===== config.mk =====
export PLATFORM = sky130hd
export DESIGN_NAME = frame_escape_halt_exec
export DESIGN_NICKNAME = d
export VERILOG_FILES = /design/src/logic/feh_pkg.sv /design/src/logic/frame_escape_halt_exec.sv
export SDC_FILE = /design/constraint.sdc
export NUM_CORES = 1
export LEC_CHECK = 0
export ABC_AREA = 1
export BUFFER_PORTS_ARGS = -buffer_cell sky130_fd_sc_hd__buf_2
export CELL_PAD_IN_SITES_DETAIL_PLACEMENT = 0
export CELL_PAD_IN_SITES_GLOBAL_PLACEMENT = 1
export CORE_UTILIZATION = 39
export CTS_BUF_LIST = sky130_fd_sc_hd__clkbuf_4 sky130_fd_sc_hd__clkbuf_8
export CTS_CLUSTER_SIZE = 30
export DETAILED_ROUTE_END_ITERATION = 7
export PLACE_DENSITY = 0.87
export SLEW_MARGIN = 20
export SYNTH_ARGS = -nofsm -noshare
export SYNTH_HDL_FRONTEND = slang
export SYNTH_SLANG_ARGS = --single-unit
export TNS_END_PERCENT = 5

===== constraint.sdc =====
create_clock -name ref_clk_i -period 2.2 [get_ports ref_clk_i]
set_input_delay 0.22 -clock ref_clk_i [delete_from_list [all_inputs] [get_ports ref_clk_i]]
set_output_delay 0.22 -clock ref_clk_i [all_outputs]
set_load 0.02 [all_outputs]

===== src/logic/feh_pkg.sv =====
`default_nettype none
package feh_pkg;
	// ==========================================
	// widths and constants
	localparam int          WORD_W      = 16;
	localparam logic [15:0] WORD_BYTES  = 16'h0002; // stack step
	localparam logic [1:0]  MOD_REG     = 2'h3;     // register form of escape
	localparam logic [4:0]  LEVEL_MASK  = 5'h1F;    // nesting level uses low five bits
	localparam logic [15:0] SP_RESET    = 16'h0000;
	localparam logic [15:0] BP_RESET    = 16'h0000;

	// ==========================================
	// command codes
	typedef enum logic [1:0]
	{
		CMD_ENTER,
		CMD_ESCAPE,
		CMD_HALT
	} cmd_e;

	// request from the decode stage
	typedef struct packed
	{
		cmd_e        cmd;
		logic [15:0] locals;
		logic [7:0]  level;
		logic [1:0]  mode;
		logic [15:0] effective_address;
	} req_s;

	// nine status and control flags
	typedef struct packed
	{
		logic aux_carry_flag;
		logic carry_flag;
		logic direction_flag;
		logic int_enable_flag;
		logic overflow_flag;
		logic parity_flag;
		logic sign_flag;
		logic trap_flag;
		logic zero_flag;
	} flags_s;

	// memory bus request
	typedef struct packed
	{
		logic        valid;
		logic        write;
		logic [15:0] addr;
		logic [15:0] wdata;
	} bus_s;
endpackage : feh_pkg
`default_nettype wire


===== src/logic/frame_escape_halt_exec.sv =====
// Notes on behaviour
// RULE1: entry: sp-=2, push base, latch temp frame
// RULE2: level>0: copy level-1 frames, push temp
// RULE3: base=temp frame, sp-=locals
// RULE4: all nine flags left unchanged
// RULE5: escape reads memory operand unless mode 11
// RULE6: coprocessor captures operand from the bus
// RULE7: halt stops fetch and execution
// RULE8: leave halt on reset, nmi, enabled maskable
// RULE9: masked maskable request ignored while halted
`default_nettype none
module frame_escape_halt_exec
(
	input  wire logic           ref_clk_i,
	input  wire logic           reset_n_i,
	input  wire logic           req_valid_i,
	input  wire feh_pkg::req_s  req_i,
	input  wire feh_pkg::flags_s flags_i,
	input  wire logic           nmi_i,
	input  wire logic           maskable_request_i,
	input  wire logic           bus_ack_i,
	input  wire logic [15:0]    bus_rdata_i,
	output logic                busy_o,
	output logic                done_o,
	output logic                halted_o,
	output logic                fetch_enable_o,
	output feh_pkg::bus_s       bus_o,
	output logic [15:0]         stack_pointer_o,
	output logic [15:0]         frame_base_pointer_o,
	output feh_pkg::flags_s     flags_o
);
	typedef enum logic [2:0]
	{
		IDLE,
		PUSH_BP,
		RD_FRAME,
		PUSH_FRAME,
		PUSH_TEMP,
		ESC_READ,
		HALTED
	} state_e;

	state_e               state_ff;
	logic [15:0]          stack_pointer_ff;
	logic [15:0]          frame_base_pointer_ff;
	logic [15:0]          temp_frame_pointer_ff;
	logic [15:0]          locals_ff;
	logic [4:0]           count_ff;
	feh_pkg::bus_s        bus_ff;
	logic                 done_ff;
	logic                 nmi_s1_ff, nmi_s2_ff, mreq_s1_ff, mreq_s2_ff;
	logic                 wake;

	// ==========================================
	// pin synchronisers for interrupt requests
	always_ff @(posedge ref_clk_i)
	begin
		nmi_s1_ff  <= nmi_i;
		nmi_s2_ff  <= nmi_s1_ff;
		mreq_s1_ff <= maskable_request_i;
		mreq_s2_ff <= mreq_s1_ff;
	end

	// wake from halt; masked request ignored
	assign wake = nmi_s2_ff | (mreq_s2_ff & flags_i.int_enable_flag); // [RULE8] [RULE9]

	// ==========================================
	// sequencer
	always_ff @(posedge ref_clk_i)
	begin
		done_ff <= 1'b0;
		if (!reset_n_i)
		begin
			state_ff              <= IDLE;
			stack_pointer_ff      <= feh_pkg::SP_RESET;
			frame_base_pointer_ff <= feh_pkg::BP_RESET;
			temp_frame_pointer_ff <= feh_pkg::SP_RESET;
			locals_ff             <= '0;
			count_ff              <= '0;
			bus_ff                <= '0;
		end
		else
		begin
			case (state_ff)
				IDLE:
				begin
					if (req_valid_i)
					begin
						if (req_i.cmd == feh_pkg::CMD_ENTER)
						begin
							// lower sp, write base at new top, latch temp frame
							stack_pointer_ff      <= stack_pointer_ff - feh_pkg::WORD_BYTES; // [RULE1]
							temp_frame_pointer_ff <= stack_pointer_ff - feh_pkg::WORD_BYTES; // [RULE1]
							bus_ff <= '{1'b1, 1'b1, stack_pointer_ff - feh_pkg::WORD_BYTES,
								frame_base_pointer_ff};
							locals_ff <= req_i.locals;
							count_ff  <= req_i.level[4:0] & feh_pkg::LEVEL_MASK;
							state_ff  <= PUSH_BP;
						end
						else if (req_i.cmd == feh_pkg::CMD_ESCAPE)
						begin
							if (req_i.mode != feh_pkg::MOD_REG) // [RULE5]
							begin
								bus_ff   <= '{1'b1, 1'b0, req_i.effective_address, 16'h0000};
								state_ff <= ESC_READ;
							end
							else
								done_ff <= 1'b1;
						end
						else if (req_i.cmd == feh_pkg::CMD_HALT)
							state_ff <= HALTED; // [RULE7]
					end
				end
				PUSH_BP:
				begin
					if (bus_ack_i)
					begin
						bus_ff.valid <= 1'b0;
						if (count_ff == 5'h00)
							state_ff <= PUSH_TEMP; // level 0 skips frame copies
						else if (count_ff == 5'h01)
						begin
							// level 1 pushes only the temp frame
							stack_pointer_ff <= stack_pointer_ff - feh_pkg::WORD_BYTES; // [RULE2]
							bus_ff <= '{1'b1, 1'b1, stack_pointer_ff - feh_pkg::WORD_BYTES,
								temp_frame_pointer_ff};
							state_ff <= PUSH_TEMP;
						end
						else
						begin
							// step base down and read the enclosing frame word
							frame_base_pointer_ff <= frame_base_pointer_ff - feh_pkg::WORD_BYTES; // [RULE2]
							bus_ff <= '{1'b1, 1'b0, frame_base_pointer_ff - feh_pkg::WORD_BYTES,
								16'h0000};
							count_ff <= count_ff - 5'h01;
							state_ff <= RD_FRAME;
						end
					end
				end
				RD_FRAME:
				begin
					if (bus_ack_i)
					begin
						stack_pointer_ff <= stack_pointer_ff - feh_pkg::WORD_BYTES; // [RULE2]
						bus_ff <= '{1'b1, 1'b1, stack_pointer_ff - feh_pkg::WORD_BYTES,
							bus_rdata_i};
						state_ff <= PUSH_FRAME;
					end
				end
				PUSH_FRAME:
				begin
					if (bus_ack_i)
					begin
						if (count_ff == 5'h01)
						begin
							stack_pointer_ff <= stack_pointer_ff - feh_pkg::WORD_BYTES; // [RULE2]
							bus_ff <= '{1'b1, 1'b1, stack_pointer_ff - feh_pkg::WORD_BYTES,
								temp_frame_pointer_ff};
							state_ff <= PUSH_TEMP;
						end
						else
						begin
							frame_base_pointer_ff <= frame_base_pointer_ff - feh_pkg::WORD_BYTES; // [RULE2]
							bus_ff <= '{1'b1, 1'b0, frame_base_pointer_ff - feh_pkg::WORD_BYTES,
								16'h0000};
							count_ff <= count_ff - 5'h01;
							state_ff <= RD_FRAME;
						end
					end
				end
				PUSH_TEMP:
				begin
					// waits for the temp push if one is pending, then finishes
					if (!bus_ff.valid || bus_ack_i)
					begin
						bus_ff                <= '0;
						frame_base_pointer_ff <= temp_frame_pointer_ff;         // [RULE3]
						stack_pointer_ff      <= stack_pointer_ff - locals_ff;  // [RULE3]
						done_ff               <= 1'b1;
						state_ff              <= IDLE;
					end
				end
				ESC_READ:
				begin
					// operand stays on the bus until memory answers
					if (bus_ack_i)
					begin
						bus_ff   <= '0;
						done_ff  <= 1'b1;
						state_ff <= IDLE;
					end
				end
				HALTED:
				begin
					if (wake) // [RULE8]
					begin
						done_ff  <= 1'b1;
						state_ff <= IDLE;
					end
				end
				default:
					state_ff <= IDLE;
			endcase
		end
	end

	// ==========================================
	// registered outputs
	always_ff @(posedge ref_clk_i)
	begin
		if (!reset_n_i)
		begin
			busy_o               <= 1'b0;
			halted_o             <= 1'b0;
			fetch_enable_o       <= 1'b0;
			flags_o              <= '0;
		end
		else
		begin
			busy_o         <= (state_ff != IDLE);
			halted_o       <= (state_ff == HALTED);       // [RULE7]
			fetch_enable_o <= (state_ff == IDLE) && !req_valid_i; // [RULE7]
			flags_o        <= flags_i;                    // [RULE4]
		end
	end

	assign done_o               = done_ff;
	assign bus_o                = bus_ff;
	assign stack_pointer_o      = stack_pointer_ff;
	assign frame_base_pointer_o = frame_base_pointer_ff;

	// ==========================================
	// assertions
	property p_entry_first_push;
		@(posedge ref_clk_i) disable iff (!reset_n_i)
		(state_ff == IDLE && req_valid_i && req_i.cmd == feh_pkg::CMD_ENTER) |=>
			(bus_o.write && bus_o.addr == stack_pointer_o
			&& bus_o.wdata == $past(frame_base_pointer_ff));
	endproperty
	a_entry_first_push: assert property (p_entry_first_push) // [RULE1]
		else $error("entry first push wrong");

	property p_copy_step;
		@(posedge ref_clk_i) disable iff (!reset_n_i)
		(state_ff == RD_FRAME && bus_ack_i) |=>
			(bus_o.write && bus_o.wdata == $past(bus_rdata_i));
	endproperty
	a_copy_step: assert property (p_copy_step) // [RULE2]
		else $error("frame copy not pushed");

	property p_finish;
		@(posedge ref_clk_i) disable iff (!reset_n_i)
		(state_ff == PUSH_TEMP && (!bus_ff.valid || bus_ack_i)) |=>
			(frame_base_pointer_o == temp_frame_pointer_ff && done_o);
	endproperty
	a_finish: assert property (p_finish) // [RULE3]
		else $error("entry finish wrong");

	property p_flags;
		@(posedge ref_clk_i) disable iff (!reset_n_i)
		1'b1 |=> flags_o == $past(flags_i);
	endproperty
	a_flags: assert property (p_flags) // [RULE4]
		else $error("flags changed");

	property p_esc_reg;
		@(posedge ref_clk_i) disable iff (!reset_n_i)
		(state_ff == IDLE && req_valid_i && req_i.cmd == feh_pkg::CMD_ESCAPE
			&& req_i.mode == feh_pkg::MOD_REG) |=> (!bus_o.valid && done_o);
	endproperty
	a_esc_reg: assert property (p_esc_reg) // [RULE5]
		else $error("register escape used bus");

	property p_halt;
		@(posedge ref_clk_i) disable iff (!reset_n_i)
		(state_ff == IDLE && req_valid_i && req_i.cmd == feh_pkg::CMD_HALT) |=>
			(state_ff == HALTED) ##1 (halted_o && !fetch_enable_o);
	endproperty
	a_halt: assert property (p_halt) // [RULE7]
		else $error("halt not entered");

	property p_wake;
		@(posedge ref_clk_i) disable iff (!reset_n_i)
		(state_ff == HALTED && nmi_s2_ff) |=> (state_ff == IDLE);
	endproperty
	a_wake: assert property (p_wake) // [RULE8]
		else $error("nmi did not wake");

	property p_masked;
		@(posedge ref_clk_i) disable iff (!reset_n_i)
		(state_ff == HALTED && !nmi_s2_ff && !flags_i.int_enable_flag) |=> (state_ff == HALTED);
	endproperty
	a_masked: assert property (p_masked) // [RULE9]
		else $error("masked request woke");

	c_enter_deep: cover property (@(posedge ref_clk_i) state_ff == RD_FRAME);
	c_esc_mem:    cover property (@(posedge ref_clk_i) state_ff == ESC_READ && bus_ack_i);
	c_halt_wake:  cover property (@(posedge ref_clk_i) state_ff == HALTED && wake);
endmodule : frame_escape_halt_exec
`default_nettype wire


==> results by group <==
Logic synthesis
  – Asr flop ratio synth: 0%
  – Mapped Nets: 1216
  – Largest cells by area after synthesis: dfxtp_1 (34%), nand2_1 (12%), o21ai_0 (8.2%)
  – Netlist cell types: 45
  – Mapped Avg Cell Area: 6.446 um^2
  – Top post-synthesis cells by count: nand2_1 (223), nor2_1 (151), inv_1 (140)
  – EDFF count, synth: 0
  – Yosys top cell area share: 34.11%
  – Post-Synthesis Cells: 1120
  – Most common cell in the netlist: nand2_1
  – Synth warn: 0
  – #FFs+latches synth: 123
  – Most used flip-flop cell after synthesis: dfxtp_1
  – Post-synthesis sequential area ratio: 34.11%
  – Yosys top cell by area: dfxtp_1
  – Mapped Area: 7219 um^2

Route
  – Total Wirelength: 23230 um
  – DRT Pass-1 Iters: 5
  – Vias per cell: 5.089
  – DRC: 0
  – Via count: 7755
  – DRT antenna net count: 0
  – Initial DRC Count: 714
  – Drt wl/cell: 15.24 um

CTS
  – Clock slew at reported path FFs: 0.09 ns
  – Clock Sinks: 123
  – Max H-tree Level: 4
  – Clk root buf: clkbuf_8
  – CTS tree: done
  – Post-CTS Setup Bufs: 0
  – Maximum clock insertion buffer count: 2
  – Total CTS buffers: 17
  – Worst-Skew Late Latency: 0.44 ns

Floorplan
  – Initial Util: 40.05%
  – Top-level port count: 154
  – Die area: 19060 um^2
  – Die Wd: 138.1 um
  – # rows: 49
  – Die height: 138.1 um
  – CORE AREA: 18020 um^2

Layout
  – Layout Area Growth over Synthesis: 22.91%
  – Nets: 1378
  – Layout cells sized above 1: 19.00%
  – Final instance area: 8874 um^2
  – Area of the multi-input gates: 3949 um^2
  – Antenna Cells: 0
  – Sequential cell area: 2464 um^2
  – Filler Cell Count: 1914

Timing
  – Clock Skew: 0.01227 ns
  – Worst-Margin Slew: 0.9024 ns
  – Unrepaired setup endpoints after global routing: false
  – Relative slew slack: 39.77%
  – Final worst-path cycle share: 91.52%
  – Fin. max-slew vios: 0
  – Fin crit period: 2.013 ns
  – Setup TNS: 0 ns
  – Fin. Hold Viols: 0
  – Maximum clock frequency: 496.7 MHz
  – Setup violators final: 0

Power
  – Pwr/cell area: 1913 nW/um^2
  – Net switching power: 8.955 mW
  – Lkg Pwr: 4.416 nW
  – Sw frac: 52.76%
  – Max IR drop VDD: 0.8726 mV
  – Int Pwr: 8.019 mW
  – Share of total power in the clock network: 14.4%
  – Final Total Pwr: 16.97 mW
  – Seq pwr share: 20.9%
  – Combinational power share: 64.8%

Worst setup path
  – Crit. End Element: register
  – Crit-path max cell delay: 0.33 ns
  – Flop-to-flop setup slack: 0.19 ns
  – CP Data Arrival Time: 2.35 ns
  – Cell chain of the critical path: inv_1 -> ha_1 -> nand3_2 -> nor2_1 -> inv_1 -> nand2_2 -> buf_4 -> inv_1 -> nand2_1 -> nand2_1 -> nor2_1 -> nor2_1
  – CP required: 2.54 ns
  – Worst setup SP type: register
  – Critical path peak fanout: 14
  – Setup CP Type: reg2reg
  – Crit-path slowest cell: dfxtp_1

Global routing
  – First-pass GRT wire length: 37270 um
  – Initial antenna violation count: 0
  – Vias in the first global route: 7094
  – Largest net degree at the start of global routing: 74
  – GRT Total Usage: 24.28%
  – Overflow after GRT: 0

Placed design
  – HPWL after detailed placement: 17040 um
  – Dpl cell area: 8263 um^2
  – I/O Buffers: 150
  – Routability cong.: 0.8948

Flow run
  – Max_cap viols: 0

Outcome
  – Status: finished clean

Hold path
  – Worst min-delay path category: in2reg
## layout by cell type (no fill, tap or decap), drive strengths merged
cell type,count
nand3,56
dlygate4sd3,13
clkinvlp,2
xor2,21
fa,1
nor3,22
bufinv,5
and2,2
o21bai,2
dfxtp,123
nand4,10
o21ai,138
inv,152
a21boi,1
or2,2
o22ai,2
nor3b,2
xnor2,4
buf,177
a31oi,1
a211oi,4
a22oi,2
o211ai,3
clkinv,4
o21a,3
o221ai,1
ha,20
a21oi,107
a22o,1
nor2,162
nand3b,2
nand2,231
clkbuf,19
## cell families after synthesis
kind of cell	share of synthesized area, %
AO/OA/AOI/OAI	19.20
XOR/XNOR	3.033
adder cells (fa/ha/maj)	3.744
buffers and inverters	11.25
flip-flops	34.11
AND/OR/NAND/NOR	28.67
## routing by layer
metal  GRT usage [%]  vias to the layer above  share of wire (%)
li1                -                     3932                  -
met2           38.34                      283                 46
met5               0                        -                  0
met1           33.79                     3516                 46
met3           4.745                       24                7.1
met4           6.131                        0                1.3
## flip-flops by register name (all words and copies together) (netlist names)
| register | count |
|---|---|
| nmi_s1_ff | 1 |
| state_ff | 3 |
| stack_pointer_o | 16 |
| fetch_enable_o | 1 |
| locals_ff | 16 |
| halted_o | 1 |
| busy_o | 1 |
| mreq_s2_ff | 1 |
| temp_frame_pointer_ff | 16 |
| frame_base_pointer_o | 16 |
| mreq_s1_ff | 1 |
| bus_o | 34 |
| nmi_s2_ff | 1 |
| done_o | 1 |
| count_ff | 5 |
| flags_o | 9 |
## final cells by class
cell class | instances | area share (%)
Inverter | 150 | 6.373
Tap cell | 229 | 3.229
Multi-Input combinational cell | 800 | 44.50
Clock inverter | 13 | 2.411
Clock buffer | 19 | 2.947
Sequential cell | 123 | 27.76
Timing Repair Buffer | 190 | 12.77
## through the flow
stage | worst slack [ns] | utilization (%) | hold slack [ns] | cells
floorplan | 0.2945 | - | 0.2477 | 1120
finish | 0.1865 | 49.23 | 0.05543 | 1524
global route | 0.0008336 | 49.23 | 0.04160 | 1524
CTS | 0.07945 | 49.15 | 0.001043 | 1523
global placement | 0.1873 | 45.84 | 0.3111 | 1479
detailed placement | 0.1134 | 45.84 | 0.3121 | 1479
## path summary, 6_finish.rpt
path | end | start | depth (start not counted)
worst max-delay path | bus_o[7] | count_ff[0] | 12
worst min-delay path | locals_ff[8] | req_i[34] | 3
worst max register to register | bus_o[7] | count_ff[0] | 12
worst min register to register | nmi_s2_ff | nmi_s1_ff | 0
## power by group through the flow
stage	Combinational, mW	Sequential (mW)	Clock, mW
3_3_place_gp	10.8	3.57	0
3_5_place_dp	10.8	3.58	0
4_1_cts	10.9	3.54	2.48
2_1_floorplan	7.19	4.09	0
5_1_grt	12.2	3.65	2.60
6_report	11.0	3.55	2.44
## critical path: cells and delay by family (launching register included)
kind / cells / cell delay, ns
simple gates: 7 / 0.86
buf+inv: 4 / 0.53
flops: 1 / 0.33
fa+ha+maj: 1 / 0.22
## repair_timing
item | in CTS | in global routing
hold buffers | 12 | 1
setup endpoints to repair | 0 | 5
gates resized for setup | 0 | 2
endpoints found under the hold margin | 12 | 1
No activity file was read; power rests on OpenSTA's default activity.
